===== src/common/charge_pkg.sv =====
// Shared constants, register map and carrier types of the charge limit supervisor.
// Assumes a 100 MHz system clock; currents 0.1 A, voltages 0.1 V, power 10 mW per LSB.
package charge_pkg;

   ////////////////////////////////////////////////////////////////////////////////
   // Timing
   localparam int unsigned CLK_KHZ = 100000;
   localparam int unsigned OVER_V_MS = 400;
   localparam int unsigned LOW_V_MS = 3000;
   localparam int unsigned LOW_P_MS = 3000;
   localparam int unsigned OVER_V_CYC = OVER_V_MS * CLK_KHZ;
   localparam int unsigned LOW_V_CYC = LOW_V_MS * CLK_KHZ;
   localparam int unsigned LOW_P_CYC = LOW_P_MS * CLK_KHZ;

   ////////////////////////////////////////////////////////////////////////////////
   // Station limits (internal; only STN_MAX_I reaches the vehicle, as the advertised maximum current)
   localparam logic [15:0] STN_MAX_I = 16'h1388;
   localparam logic [15:0] STN_MIN_I = 16'h000A;
   localparam logic [15:0] STN_MAX_V = 16'h3A98;
   localparam logic [15:0] STN_MIN_V = 16'h07D0;
   localparam logic [31:0] STN_MIN_P = 32'h0000C350;
   localparam logic [31:0] STN_MAX_P_RST = 32'h047868C0;
   localparam logic [15:0] INRUSH_I = 16'h0014;
   localparam logic [15:0] LOAD_DUMP_ADD = 16'h01F4;
   localparam logic [19:0] LOAD_DUMP_MUL = 20'h0000B;
   localparam logic [19:0] LOAD_DUMP_DIV = 20'h0000A;

   ////////////////////////////////////////////////////////////////////////////////
   // Register byte offsets
   localparam logic [7:0] REG_CTRL = 8'h00;
   localparam logic [7:0] REG_TGT_I = 8'h04;
   localparam logic [7:0] REG_TGT_V = 8'h08;
   localparam logic [7:0] REG_REQ_P = 8'h0C;
   localparam logic [7:0] REG_VMAX_I = 8'h10;
   localparam logic [7:0] REG_VMAX_V = 8'h14;
   localparam logic [7:0] REG_VMAX_P = 8'h18;
   localparam logic [7:0] REG_SMAX_P = 8'h1C;
   localparam logic [7:0] REG_STATUS = 8'h20;
   localparam logic [7:0] REG_CMD_I = 8'h24;
   localparam logic [7:0] REG_CMD_V = 8'h28;
   localparam logic [7:0] REG_CMD_P = 8'h2C;
   localparam logic [7:0] REG_ADV_I = 8'h30;
   localparam logic [7:0] REG_OVS = 8'h34;

   // Control bit positions
   localparam int unsigned CTRL_EN = 0;
   localparam int unsigned CTRL_ERR_CLR = 1;
   localparam int unsigned CTRL_MSG_SENT = 2;

   ////////////////////////////////////////////////////////////////////////////////
   // Carriers
   typedef struct packed {
      logic cyc;
      logic stb;
      logic we;
      logic [3:0] sel;
      logic [7:0] adr;
      logic [31:0] dat;
   } wbReq_t;

   typedef struct packed {
      logic ack;
      logic [31:0] dat;
   } wbRsp_t;

   typedef struct packed {
      logic [15:0] tgtI;
      logic [15:0] tgtV;
      logic [31:0] reqP;
      logic [15:0] maxI;
      logic [15:0] maxV;
      logic [31:0] maxP;
   } vehReq_t;

endpackage


===== src/verilog/duration_timer.sv =====
// Counts cycles while a condition holds and flags when it held longer than CYCLES.
// Assumes cond comes from logic on sys_clk.
module duration_timer #(
   parameter int unsigned CYCLES = 1
)(
   // System
   input wire logic sys_clk,
   input wire logic sys_rst,
   // Condition and result
   input wire logic cond,
   output logic expired
);
   logic [31:0] count_q;
   logic [31:0] count_d;

   // Saturates one past the limit so a long condition cannot wrap
   assign count_d = !cond ? 32'h00000000 :
                    (count_q > CYCLES) ? count_q : count_q + 32'h00000001;
   assign expired = count_q > CYCLES;

   // Counter
   always_ff @(posedge sys_clk or posedge sys_rst)
   begin
      if (sys_rst)
         count_q <= 32'h00000000;
      else
         count_q <= count_d;
   end

   property p_restart;
      @(posedge sys_clk) disable iff (sys_rst)
      !cond |=> (count_q == 32'h00000000) && !expired;
   endproperty
   a_restart: assert property (p_restart) else $error("timer did not restart");

endmodule


===== src/verilog/overshoot_limit.sv =====
// Load dump ceiling: the larger of 110 percent of a voltage and that voltage plus 50 V.
// Purely combinational; the caller registers the result.
module overshoot_limit (
   // Vehicle maximum voltage
   input wire logic [15:0] vehMax,
   // Ceiling, one bit wider to hold 110 percent
   output logic [16:0] ceiling
);
   logic [19:0] pct;
   logic [16:0] plus;

   // Both candidates, then the larger
   assign pct = (20'(vehMax) * charge_pkg::LOAD_DUMP_MUL) / charge_pkg::LOAD_DUMP_DIV;
   assign plus = 17'(vehMax) + 17'(charge_pkg::LOAD_DUMP_ADD);
   assign ceiling = (pct[16:0] > plus) ? pct[16:0] : plus;

endmodule


===== src/verilog/charge_limit_supervisor.sv =====
// Charge limit supervisor: clamps vehicle requests, drives power stage set points,
// runs the voltage and power duration guards. Wishbone classic register slave.
// Assumes measurements and contactorClosing come from logic on sys_clk.

module charge_limit_supervisor #(
   parameter int unsigned OverVoltCycles = charge_pkg::OVER_V_CYC,
   parameter int unsigned LowVoltCycles = charge_pkg::LOW_V_CYC,
   parameter int unsigned LowPowerCycles = charge_pkg::LOW_P_CYC
)(
   // System
   input wire logic sys_clk,
   input wire logic sys_rst,
   // Register bus
   input wire charge_pkg::wbReq_t wbReq,
   output charge_pkg::wbRsp_t wbRsp,
   // Measurements
   input wire logic [15:0] measuredVoltage,
   input wire logic [15:0] measuredCurrent,
   input wire logic contactorClosing,
   // Power stage set points
   output logic [15:0] currentCommand,
   output logic [15:0] voltageCommand,
   output logic [31:0] powerCap,
   output logic [16:0] overshootCeiling,
   output logic zeroCurrentMode,
   output logic errorStop,
   // Toward the message layer
   output logic [15:0] advertisedMaxCurrent,
   output logic reportPending
);
   import charge_pkg::*;

   ////////////////////////////////////////////////////////////////////////////////
   // State
   wbRsp_t rsp_q;
   vehReq_t veh_q;
   logic enable_q;
   logic [31:0] stnMaxP_q;
   logic [15:0] curCmd_q;
   logic [15:0] volCmd_q;
   logic [31:0] pCap_q;
   logic [16:0] ovs_q;
   logic zcm_q;
   logic errStop_q;
   logic ovErr_q;
   logic uvErr_q;
   logic [15:0] advI_q;
   logic report_q;

   ////////////////////////////////////////////////////////////////////////////////
   // Bus decode
   logic access;
   logic wrStb;
   logic [31:0] wrData;
   logic [31:0] rdData;
   logic hitCtrl, hitTgtI, hitTgtV, hitReqP, hitMaxI, hitMaxV, hitMaxP, hitSmaxP;
   logic msgSent;
   logic errClr;
   logic ovExp, uvExp, lowPExp;

   // One-cycle answer; the ack flop itself blocks a second strobe on the same request
   assign access = wbReq.cyc && wbReq.stb && !rsp_q.ack;
   assign wrStb = access && wbReq.we;
   assign hitCtrl = wrStb && (wbReq.adr == REG_CTRL);
   assign hitTgtI = wrStb && (wbReq.adr == REG_TGT_I);
   assign hitTgtV = wrStb && (wbReq.adr == REG_TGT_V);
   assign hitReqP = wrStb && (wbReq.adr == REG_REQ_P);
   assign hitMaxI = wrStb && (wbReq.adr == REG_VMAX_I);
   assign hitMaxV = wrStb && (wbReq.adr == REG_VMAX_V);
   assign hitMaxP = wrStb && (wbReq.adr == REG_VMAX_P);
   assign hitSmaxP = wrStb && (wbReq.adr == REG_SMAX_P);
   assign msgSent = hitCtrl && wbReq.sel[0] && wbReq.dat[CTRL_MSG_SENT];
   assign errClr = hitCtrl && wbReq.sel[0] && wbReq.dat[CTRL_ERR_CLR];

   // Byte lanes not selected keep the stored value
   function automatic logic [31:0] merge(input logic [31:0] old, input logic [31:0] nw,
                                          input logic [3:0] sel);
      logic [31:0] res;
      res = old;
      for (int b = 0; b < 4; b++)
      begin
         if (sel[b])
            res[8*b +: 8] = nw[8*b +: 8];
      end
      return res;
   endfunction

   assign wrData = merge(rdData, wbReq.dat, wbReq.sel);

   // Read selection; unmapped offsets read zero and writes there are dropped
   assign rdData =
      (wbReq.adr == REG_CTRL) ? {31'h00000000, enable_q} :
      (wbReq.adr == REG_TGT_I) ? {16'h0000, veh_q.tgtI} :
      (wbReq.adr == REG_TGT_V) ? {16'h0000, veh_q.tgtV} :
      (wbReq.adr == REG_REQ_P) ? veh_q.reqP :
      (wbReq.adr == REG_VMAX_I) ? {16'h0000, veh_q.maxI} :
      (wbReq.adr == REG_VMAX_V) ? {16'h0000, veh_q.maxV} :
      (wbReq.adr == REG_VMAX_P) ? veh_q.maxP :
      (wbReq.adr == REG_SMAX_P) ? stnMaxP_q :
      (wbReq.adr == REG_STATUS) ?
         {26'h0000000, lowPExp, report_q, uvErr_q, ovErr_q, errStop_q, zcm_q} :
      (wbReq.adr == REG_CMD_I) ? {16'h0000, curCmd_q} :
      (wbReq.adr == REG_CMD_V) ? {16'h0000, volCmd_q} :
      (wbReq.adr == REG_CMD_P) ? pCap_q :
      (wbReq.adr == REG_ADV_I) ? {16'h0000, advI_q} :
      (wbReq.adr == REG_OVS) ? {15'h0000, ovs_q} : 32'h00000000;

   ////////////////////////////////////////////////////////////////////////////////
   // Duration guards
   logic [31:0] measP;
   logic [31:0] tgtP;
   logic [15:0] minV;
   logic ovCond, uvCond, lowPCond;

   assign measP = 32'(measuredVoltage) * 32'(measuredCurrent);
   assign tgtP = 32'(measuredVoltage) * 32'(veh_q.tgtI);
   assign minV = (measuredVoltage < veh_q.tgtV) ? measuredVoltage : veh_q.tgtV;
   assign ovCond = enable_q && (measuredVoltage >= STN_MAX_V);
   assign uvCond = enable_q && (minV < STN_MIN_V);
   assign lowPCond = enable_q && (tgtP < STN_MIN_P);

   duration_timer #(.CYCLES(OverVoltCycles)) ovTimer (
      .sys_clk(sys_clk),
      .sys_rst(sys_rst),
      .cond(ovCond),
      .expired(ovExp)
   );

   duration_timer #(.CYCLES(LowVoltCycles)) uvTimer (
      .sys_clk(sys_clk),
      .sys_rst(sys_rst),
      .cond(uvCond),
      .expired(uvExp)
   );

   duration_timer #(.CYCLES(LowPowerCycles)) lowPTimer (
      .sys_clk(sys_clk),
      .sys_rst(sys_rst),
      .cond(lowPCond),
      .expired(lowPExp)
   );

   ////////////////////////////////////////////////////////////////////////////////
   // Limits and set points
   logic cannotDeliver;
   logic zcm_d;
   logic [15:0] maxI;
   logic [15:0] clampI;
   logic [31:0] capP;
   logic [31:0] reqMinP;
   logic powerOver;
   logic [31:0] quotI;
   logic [15:0] powI;
   logic [15:0] limI;
   logic [15:0] curCmd_d;
   logic [15:0] volCmd_d;
   logic [15:0] advI_d;
   logic [16:0] ovs_d;

   // Zero station power or a standing error means no current can flow
   assign cannotDeliver = (stnMaxP_q == 32'h00000000) || errStop_q;
   // Minimum power is a package constant with no register: never sent or written
   assign zcm_d = !enable_q || errStop_q || cannotDeliver
                  || (veh_q.tgtI < STN_MIN_I)
                  || (veh_q.reqP < STN_MIN_P)
                  || lowPExp;

   assign maxI = (veh_q.maxI < STN_MAX_I) ? veh_q.maxI : STN_MAX_I;
   assign clampI = (veh_q.tgtI > maxI) ? maxI : veh_q.tgtI;
   // Requested power from the demand message, maximum from the separate limit
   assign capP = (veh_q.maxP < stnMaxP_q) ? veh_q.maxP : stnMaxP_q;
   assign reqMinP = (tgtP < veh_q.reqP) ? tgtP : veh_q.reqP;
   assign powerOver = (reqMinP > capP) || (measP > stnMaxP_q);
   // Division per cycle is slow, and the set point follows measured voltage and current every cycle
   assign quotI = (measuredVoltage == 16'h0000) ? 32'hFFFFFFFF : capP / 32'(measuredVoltage);
   assign powI = (quotI > 32'h0000FFFF) ? 16'hFFFF : quotI[15:0];
   assign limI = (powerOver && (powI < clampI)) ? powI : clampI;
   assign curCmd_d = zcm_d ? 16'h0000 :
                     (contactorClosing && (limI > INRUSH_I)) ? INRUSH_I : limI;
   // Battery maximum is not enforced here; station maximum bounds the request
   assign volCmd_d = (veh_q.tgtV > STN_MAX_V) ? STN_MAX_V : veh_q.tgtV;
   assign advI_d = cannotDeliver ? 16'h0000 : STN_MAX_I;

   overshoot_limit ovsCalc (
      .vehMax(veh_q.maxV),
      .ceiling(ovs_d)
   );

   ////////////////////////////////////////////////////////////////////////////////
   // Bus response and software registers
   always_ff @(posedge sys_clk or posedge sys_rst)
   begin
      if (sys_rst)
      begin
         rsp_q <= '0;
         enable_q <= 1'b0;
         veh_q <= '0;
         stnMaxP_q <= STN_MAX_P_RST;
      end
      else
      begin
         rsp_q.ack <= access;
         rsp_q.dat <= access && !wbReq.we ? rdData : 32'h00000000;
         if (hitCtrl)
            enable_q <= wrData[CTRL_EN];
         if (hitTgtI)
            veh_q.tgtI <= wrData[15:0];
         if (hitTgtV)
            veh_q.tgtV <= wrData[15:0];
         if (hitReqP)
            veh_q.reqP <= wrData;
         if (hitMaxI)
            veh_q.maxI <= wrData[15:0];
         if (hitMaxV)
            veh_q.maxV <= wrData[15:0];
         if (hitMaxP)
            veh_q.maxP <= wrData;
         if (hitSmaxP)
            stnMaxP_q <= wrData;
      end
   end

   // Set points, registered so every output comes from a flop
   always_ff @(posedge sys_clk or posedge sys_rst)
   begin
      if (sys_rst)
      begin
         curCmd_q <= 16'h0000;
         volCmd_q <= 16'h0000;
         pCap_q <= 32'h00000000;
         ovs_q <= 17'h00000;
         zcm_q <= 1'b1;
         advI_q <= 16'h0000;
      end
      else
      begin
         curCmd_q <= curCmd_d;
         volCmd_q <= volCmd_d;
         pCap_q <= capP;
         ovs_q <= ovs_d;
         zcm_q <= zcm_d;
         advI_q <= advI_d;
      end
   end

   // Sticky flags: a new event wins over a clear in the same cycle
   always_ff @(posedge sys_clk or posedge sys_rst)
   begin
      if (sys_rst)
      begin
         ovErr_q <= 1'b0;
         uvErr_q <= 1'b0;
         errStop_q <= 1'b0;
         report_q <= 1'b0;
      end
      else
      begin
         ovErr_q <= ovExp || (ovErr_q && !errClr);
         uvErr_q <= uvExp || (uvErr_q && !errClr);
         errStop_q <= ovExp || uvExp || (errStop_q && !errClr);
         report_q <= (hitSmaxP && (wrData != stnMaxP_q)) || (advI_d != advI_q)
                     || (report_q && !msgSent);
      end
   end

   assign wbRsp = rsp_q;
   assign currentCommand = curCmd_q;
   assign voltageCommand = volCmd_q;
   assign powerCap = pCap_q;
   assign overshootCeiling = ovs_q;
   assign zeroCurrentMode = zcm_q;
   assign errorStop = errStop_q;
   assign advertisedMaxCurrent = advI_q;
   assign reportPending = report_q;

   ////////////////////////////////////////////////////////////////////////////////
   // Checks
   property p_lowCurZero;
      @(posedge sys_clk) disable iff (sys_rst)
      (veh_q.tgtI < STN_MIN_I) |=> zcm_q && (curCmd_q == 16'h0000);
   endproperty
   a_lowCurZero: assert property (p_lowCurZero) else $error("low target not zeroed");

   property p_curClamp;
      @(posedge sys_clk) disable iff (sys_rst)
      ##1 curCmd_q <= $past(maxI);
   endproperty
   a_curClamp: assert property (p_curClamp) else $error("current above maximum");

   property p_ovStop;
      @(posedge sys_clk) disable iff (sys_rst)
      ovExp |=> errStop_q && ovErr_q;
   endproperty
   a_ovStop: assert property (p_ovStop) else $error("overvoltage not stopped");

   property p_uvStop;
      @(posedge sys_clk) disable iff (sys_rst)
      uvExp |=> errStop_q && uvErr_q;
   endproperty
   a_uvStop: assert property (p_uvStop) else $error("undervoltage not stopped");

   property p_voltHold;
      @(posedge sys_clk) disable iff (sys_rst)
      (veh_q.tgtV > STN_MAX_V) && $stable(veh_q.tgtV) |=> volCmd_q == STN_MAX_V;
   endproperty
   a_voltHold: assert property (p_voltHold) else $error("voltage not held at max");

   property p_lowPower;
      @(posedge sys_clk) disable iff (sys_rst)
      (veh_q.reqP < STN_MIN_P) || lowPExp |=> zcm_q;
   endproperty
   a_lowPower: assert property (p_lowPower) else $error("low power not zeroed");

   property p_report;
      @(posedge sys_clk) disable iff (sys_rst)
      hitSmaxP && (wrData != stnMaxP_q) |=> report_q;
   endproperty
   a_report: assert property (p_report) else $error("limit change not flagged");

   property p_inrush;
      @(posedge sys_clk) disable iff (sys_rst)
      contactorClosing |=> curCmd_q <= INRUSH_I;
   endproperty
   a_inrush: assert property (p_inrush) else $error("inrush above limit");

   property p_zeroHold;
      @(posedge sys_clk) disable iff (sys_rst)
      zcm_q |-> curCmd_q == 16'h0000;
   endproperty
   a_zeroHold: assert property (p_zeroHold) else $error("current in zero mode");

   property p_advZero;
      @(posedge sys_clk) disable iff (sys_rst)
      cannotDeliver |=> advI_q == 16'h0000 ##1 report_q || advI_q == 16'h0000;
   endproperty
   a_advZero: assert property (p_advZero) else $error("max current not zeroed");

endmodule


===== config.mk =====
export PLATFORM = sky130hd
export DESIGN_NAME = charge_limit_supervisor
export DESIGN_NICKNAME = d
export VERILOG_FILES = /design/src/common/charge_pkg.sv /design/src/verilog/duration_timer.sv /design/src/verilog/overshoot_limit.sv /design/src/verilog/charge_limit_supervisor.sv
export SDC_FILE = /design/constraint.sdc
export NUM_CORES = 2
export LEC_CHECK = 0
export BUFFER_PORTS_ARGS = -buffer_cell sky130_fd_sc_hd__buf_2
export CORE_UTILIZATION = 31
export CTS_BUF_LIST = sky130_fd_sc_hd__clkbuf_4 sky130_fd_sc_hd__clkbuf_8
export CTS_CLUSTER_DIAMETER = 120
export DETAILED_ROUTE_END_ITERATION = 10
export PLACE_DENSITY_LB_ADDON = 0.2
export SLEW_MARGIN = 25
export SYNTH_ARGS = -nofsm -noshare
export SYNTH_HDL_FRONTEND = slang
export SYNTH_SLANG_ARGS = --single-unit

===== constraint.sdc =====
create_clock -name sys_clk -period 147.7 [get_ports sys_clk]
set_clock_uncertainty 0.2 [all_clocks]
set_input_delay 14.77 -clock sys_clk [delete_from_list [all_inputs] [get_ports sys_clk]]
set_output_delay 14.77 -clock sys_clk [all_outputs]
set_load 0.01 [all_outputs]

[Yosys cells after proc, flatten, opt, wreduce, memory -nomap -nowiden]
Cells that the tools add are included.
Word-level totals
  bits in registers: 389
  bits of input ports: 82
  output and inout port bits: 133
  logic and storage cells: 154
Cells by class
  add/sub/neg operators: 4
  multipliers: 3
  divide/modulo/power cells: 2
  order comparisons: 20
  equal/unequal tests: 18
  mux-type cells: 38
  reductions and logical operators: 46
Operators by type and width (count)
  32-bit two-way mux: 22
  16-bit two-way mux: 8
  32-bit by 1-bit adder with 32-bit output, second input constant: 3
  32-bit by 29-bit > comparator with 1-bit output, second input constant: 2
  32-bit > comparator: 2
  32-bit by 16-bit less-than comparator with 1-bit output, second input constant: 2
  32-bit less-than comparator: 2
  16-bit by 16-bit multiplier with 32-bit output: 2
  17-bit two-way mux: 3
  8-bit by 6-bit == test with 1-bit output, second input constant: 6
  32-bit by 16-bit divider with 32-bit output: 1
  8-bit by 5-bit == test with 1-bit output, second input constant: 4
  32-bit by 16-bit > comparator with 1-bit output, second input constant: 1
  32-bit by 26-bit > comparator with 1-bit output, second input constant: 1
  32-bit logical NOT: 1
  16-bit less-than comparator: 2
  8-bit two-way mux: 4
  32-bit != test: 1
  1-bit logical AND: 25
  20-bit by 4-bit divider with 20-bit output, second input constant: 1
  16-bit by 4-bit multiplier with 20-bit output, second input constant: 1
  16-bit by 9-bit adder with 17-bit output, second input constant: 1
  17-bit > comparator: 1
  8-bit by 4-bit == test with 1-bit output, second input constant: 2
  15 further kinds: 33

[Depth between registers and ports, before layout]
  depth in word-level cells: 20
  depth in mapped cells: 502
  depth with buffers taken out: 459

[By module]
From an unflattened synthesis, not the netlist that was laid out.
Unflattened totals
  cells, all modules: 8323
  area, all modules: 66441.2 µm²
By module, submodules not included
  charge_limit_supervisor: times used 1, cells an instance 7057, area each 56070.0 µm², sequential area each 7045.5 µm²
  overshoot_limit: times used 1, cells an instance 690, area each 4998.5 µm², sequential area each 0.0 µm²
  duration_timer (lowPTimer ...): times used 2, cells an instance 197, area each 1814.2 µm², sequential area each 800.8 µm²
  duration_timer (ovTimer): times used 1, cells an instance 182, area each 1744.2 µm², sequential area each 800.8 µm²

[Worst setup path before layout]
Ideal clock, no wire load.
  path kind: input port to flip-flop
  from: input measuredVoltage[0]
  to: register curCmd_q[10], in the netlist currentCommand[10]
  arrival: 106589 ps
  slack: 40824 ps
  stages on the path: 474
  buffers on the path: 52
  cell sequence: inv_1 > clkbuf_1 > ha_1 > a22oi_1 > ha_1 > o21a_1 > nor2_1 > nor3_1 > mux2i_1 > ha_1 > o21ai_0 > nand2b_1 > or3b_2 > o211ai_1 > nand2_1 > ha_1 > or3_1 > o22a_1 > [438 not listed] > o21ai_0 > nand2b_1 > a21oi_1 > nor2b_1 > o21ai_0 > nand2b_1 > a21oi_1 > nor2b_1 > o21ai_0 > nand3b_1 > a21oi_1 > a31oi_1 > a31o_1 > o41ai_4 > a211oi_1 > a311o_1 > buf_6 > a211oi_2
On the way
  cells in the longest elaborated chain, start to end: 11
  elaborated cells on any way between the ends: 19
  classes of those cells: mul (2); div (1); order compare (6); mux (6); reduce/logical (4)
RTL lines
  from (decl): line charge_limit_supervisor.sv:17  | input wire logic [15:0] measuredVoltage,
  32-bit by 16-bit divider with 32-bit output, or another cell as far along: line charge_limit_supervisor.sv:175  | assign quotI = (measuredVoltage == 16'h0000) ? 32'hFFFFFFFF : capP / 32'(measuredVoltage);
  32-bit two-way mux / 32-bit less-than comparator (equally long branches): line charge_limit_supervisor.sv:175, charge_limit_supervisor.sv:172
  32-bit by 16-bit > comparator with 1-bit output / 32-bit two-way mux (equally long branches): line charge_limit_supervisor.sv:176, charge_limit_supervisor.sv:172
  16-bit two-way mux / 32-bit > comparator (equally long branches): line charge_limit_supervisor.sv:176, charge_limit_supervisor.sv:173
  16-bit less-than comparator / 1-bit logical OR (equally long branches): line charge_limit_supervisor.sv:177, charge_limit_supervisor.sv:173
  1-bit logical AND: line charge_limit_supervisor.sv:177  | assign limI = (powerOver && (powI < clampI)) ? powI : clampI;
  16-bit two-way mux (*): line charge_limit_supervisor.sv:177
  16-bit by 5-bit > comparator with 1-bit output: line charge_limit_supervisor.sv:179  | (contactorClosing && (limI > INRUSH_I)) ? INRUSH_I : limI;
  1-bit logical AND: line charge_limit_supervisor.sv:179
  16-bit two-way mux (*): line charge_limit_supervisor.sv:179
  16-bit two-way mux (*): line charge_limit_supervisor.sv:178  | assign curCmd_d = zcm_d ? 16'h0000 :
  named net curCmd_d[10]: line charge_limit_supervisor.sv:155  | logic [15:0] curCmd_d;
  to (signal assigned): line charge_limit_supervisor.sv:237  | curCmd_q <= curCmd_d;
  to (decl): line charge_limit_supervisor.sv:39  | logic [15:0] curCmd_q;
The timed path passes the listed nets; every way through them passes the cells marked *.
A chain may end at the register's enable or synchronous reset.

[Worst setup path in the final report]
  from: input measuredVoltage[11]
  to: register curCmd_q[7], in the netlist currentCommand[7]
Same word-level chain as after synthesis.

==> impl_metrics.ini <==
[finish]
syn2layout_area_growth_pct = 9.61
multi_input_area_um2 = 49500
regArea_um2 = 9450
final_nets = 9398
fin_util = 0.342
final_cells = 10826
fill_cells = 21336
final_layout_size_suffix_gt1_frac = 0.101

[worst_setup_path]
worst_path_largest_cell_delay_ns = 0.81
crit_path_end_kind = register
r2r_slack_ns = 45.46
crit_buf_inv = 19
cp_top_family = compound AO/OA/AOI/OAI gates
cp.arrival_ns = 114.83
cp_slowest_cell = nor3_2
critical_path.max_fanout = 43
path_class = in -> reg
reg2regPathDepth = 443
crit_path_frequent_cell = o21a_1
cp.required_ns = 148.10
crit_cells = 438
critPathLaunchType = input pin

[yosys]
ys_types = 123
synthCells = 7933
yosysSeqAreaShare = 0.150
synth.avg_cell_area_um2 = 7.94
synth-main-ff-cell = dfrtp_1
synthArstFlopShare = 1.00
synth_edf_count = 0
synth_area_um2 = 63000
ys_ff_latch = 377
ys_warn_count = 0

[drt]
drt-wirelength-per-cell_um = 22.6
vias = 58910
drt_iter0_markers = 4383
drc = 0
totalWireLength_mm = 245
post_drt_via_cell_ratio = 5.44
antenna_left = 0
firstDrtPassIters = 7

[clock_network]
h-tree-depth = 3
cts.path.max_buffers = 3
cts_tree = yes
postCtsHoldBufs = 0
path_clk_slew_ns = 0.07
root_buffer = clkbuf_8
ctsResizeCount = 0
postCtsSetupBuffers = 0
cts_made_buffers = 69
clk-insertion-delay-late_ns = 0.76
cts.sinks = 377

[global_route]
grt_max_degree = 156
antenna_found_initial = 17
grt_usage = 0.234
grt_pass1_wl_mm = 365
grt_overflow = 0
grt_pass1_vias = 57643

[place]
dp_cells = 10680
gp_congestion = 0.963
post-dp-hpwl_mm = 195
portBuffers = 203

[die]
die_x_um = 453
die_h_um = 453
die-area_um2 = 205000
core_um2 = 202000
row_count = 165
ioPinCount = 215
floorplan.initialDensity = 0.312

[timing]
rsz0062_at_grt = no
max_slew_margin = 0.207
period_minus_slack_ns = 114.44
setup_tns_ns = 0
tightest_slew_ns = 1.18
fmax_ghz = 0.00874
period_share = 0.775
hold_violations = 0
drv_slew = 0
finalSetupViolations = 0

[min_path]
hold_path_class = reg -> reg
worstHoldPathCells = 2

[run]
drv_cap = 0

[run_status]
outcome = complete, no violations
per-stage QoR:
step	hold WS [ns]	instance area, um2	setup WS, ns
after floorplan	0.248	63000	40.82
after global placement	0.263	67400	35.92
after detailed placement	0.272	67400	33.41
after CTS	0.286	69000	33.81
after global routing	0.307	69000	24.77
final	0.291	69000	33.26
path summary, 6_finish.rpt:
path	start	endpoint
min in group asynchronous	sys_rst	wbRsp[31]
worst min register to register	veh_q[66]	veh_q[66]
worst max-delay path	measuredVoltage[11]	currentCommand[7]
worst min-delay path	veh_q[66]	veh_q[66]
max in group asynchronous	sys_rst	uvTimer.count_q[25]
worst max register to register	stnMaxP_q[28]	currentCommand[7]
cell families (layout without fill, tap and decap cells):
| kind of cell | count (synthesis) | count (layout) | share of synthesized area |
|---|---|---|---|
| other cells | 2 | 35 | 0.000119 |
| fa+ha+maj | 1244 | 1244 | 0.295 |
| mux | 181 | 181 | 0.0313 |
| xor+xnor | 398 | 398 | 0.0556 |
| compound gates | 1922 | 1922 | 0.197 |
| buf+inv | 1086 | 1274 | 0.0665 |
| simple gates | 2723 | 2723 | 0.205 |
| flops | 377 | 377 | 0.150 |
cell type report:
cell class | count | share of cell area
Tap cell | 2672 | 0.0484
Sequential cell | 377 | 0.137
Timing Repair Buffer | 343 | 0.0303
Inverter | 805 | 0.0439
Clock inverter | 21 | 0.00294
Multi-Input combinational cell | 6484 | 0.718
Clock buffer | 105 | 0.0194
Antenna cell | 19 | 0.000689
worst reg2reg max path: cells and delay by family, from the launching register on:
| family | cells | cell delay, ns |
|---|---|---|
| flops | 1 | 0.56 |
| fa+ha+maj | 33 | 10.64 |
| compound gates | 274 | 61.68 |
| mux | 11 | 3.60 |
| buf+inv | 20 | 3.76 |
| simple gates | 105 | 21.76 |
cells in the final DEF (no fill, tap or decap), types with 48 or more instances in the layout:
cell	netlist	routed
nand2_1	896	892
ha_1	835	835
inv_1	796	793
nor2_1	678	672
a21oi_1	534	534
o21ai_0	480	476
fa_1	401	401
dfrtp_1	366	366
xnor2_1	273	273
nor3_1	256	254
o21a_1	204	204
buf_2	16	203
and2_1	146	146
buf_4	17	136
xor2_1	123	123
nand3_1	117	117
a21o_1	115	115
mux2_2	111	111
or2_2	110	110
nand4_1	106	106
clkbuf_8	0	88
nand2b_1	85	85
nor2b_1	81	81
mux2i_1	66	64
a22oi_1	60	60
or3_1	52	52
and3_1	50	50
nor4_1	49	48
synth_stat cells, drive strengths merged, types with 11 or more instances:
cell type,count,area (um2)
a221oi,30,263
o2111ai,15,131
mux2,114,1290
nor2,679,2550
or2,115,719
a211oi,53,458
and4,13,114
and2,147,920
nand4,109,701
mux2i,67,674
o22ai,26,175
a21oi,537,2700
nor3,263,1360
nand2,896,3360
o21ai,500,2510
clkbuf,216,811
a22oi,60,450
inv,798,3000
xor2,123,1080
nand2b,85,532
ha,835,10400
or3,52,325
nor4,52,353
xnor2,275,2420
nor2b,81,507
fa,401,8030
buf,65,358
o31ai,43,323
and3,50,313
a2111oi,13,151
a31oi,40,275
o21bai,39,297
a31o,15,131
nand3,119,613
dfrtp,366,9160
o211ai,38,299
o21a,204,1530
a21o,116,872
a211o,16,140
dfstp,11,289
a21boi,21,161
or4,23,173
o211a,11,110
flip-flops by register name, indices dropped and copies added, names as in the netlist:
name,cells
ovErr_q,1
wbRsp,33
ovTimer.count_q,32
currentCommand,16
overshootCeiling,17
uvTimer.count_q,32
uvErr_q,1
veh_q,128
errorStop,1
lowPTimer.count_q,32
zeroCurrentMode,1
stnMaxP_q,32
voltageCommand,16
advertisedMaxCurrent,1
reportPending,1
powerCap,32
enable_q,1
per-layer routing:
| metal | track usage | up-vias | routed length [um] |
|---|---|---|---|
| met5 | 0 | - | 7 |
| met4 | 0.130 | 2 | 15100 |
| met3 | 0.0247 | 436 | 12300 |
| met2 | 0.398 | 1742 | 116000 |
| met1 | 0.290 | 28831 | 101000 |
| li1 | - | 27899 | - |
Power is left out: the tool's default activity adds up to more than one toggle a clock period on the data nets, which glitch-free logic cannot reach.
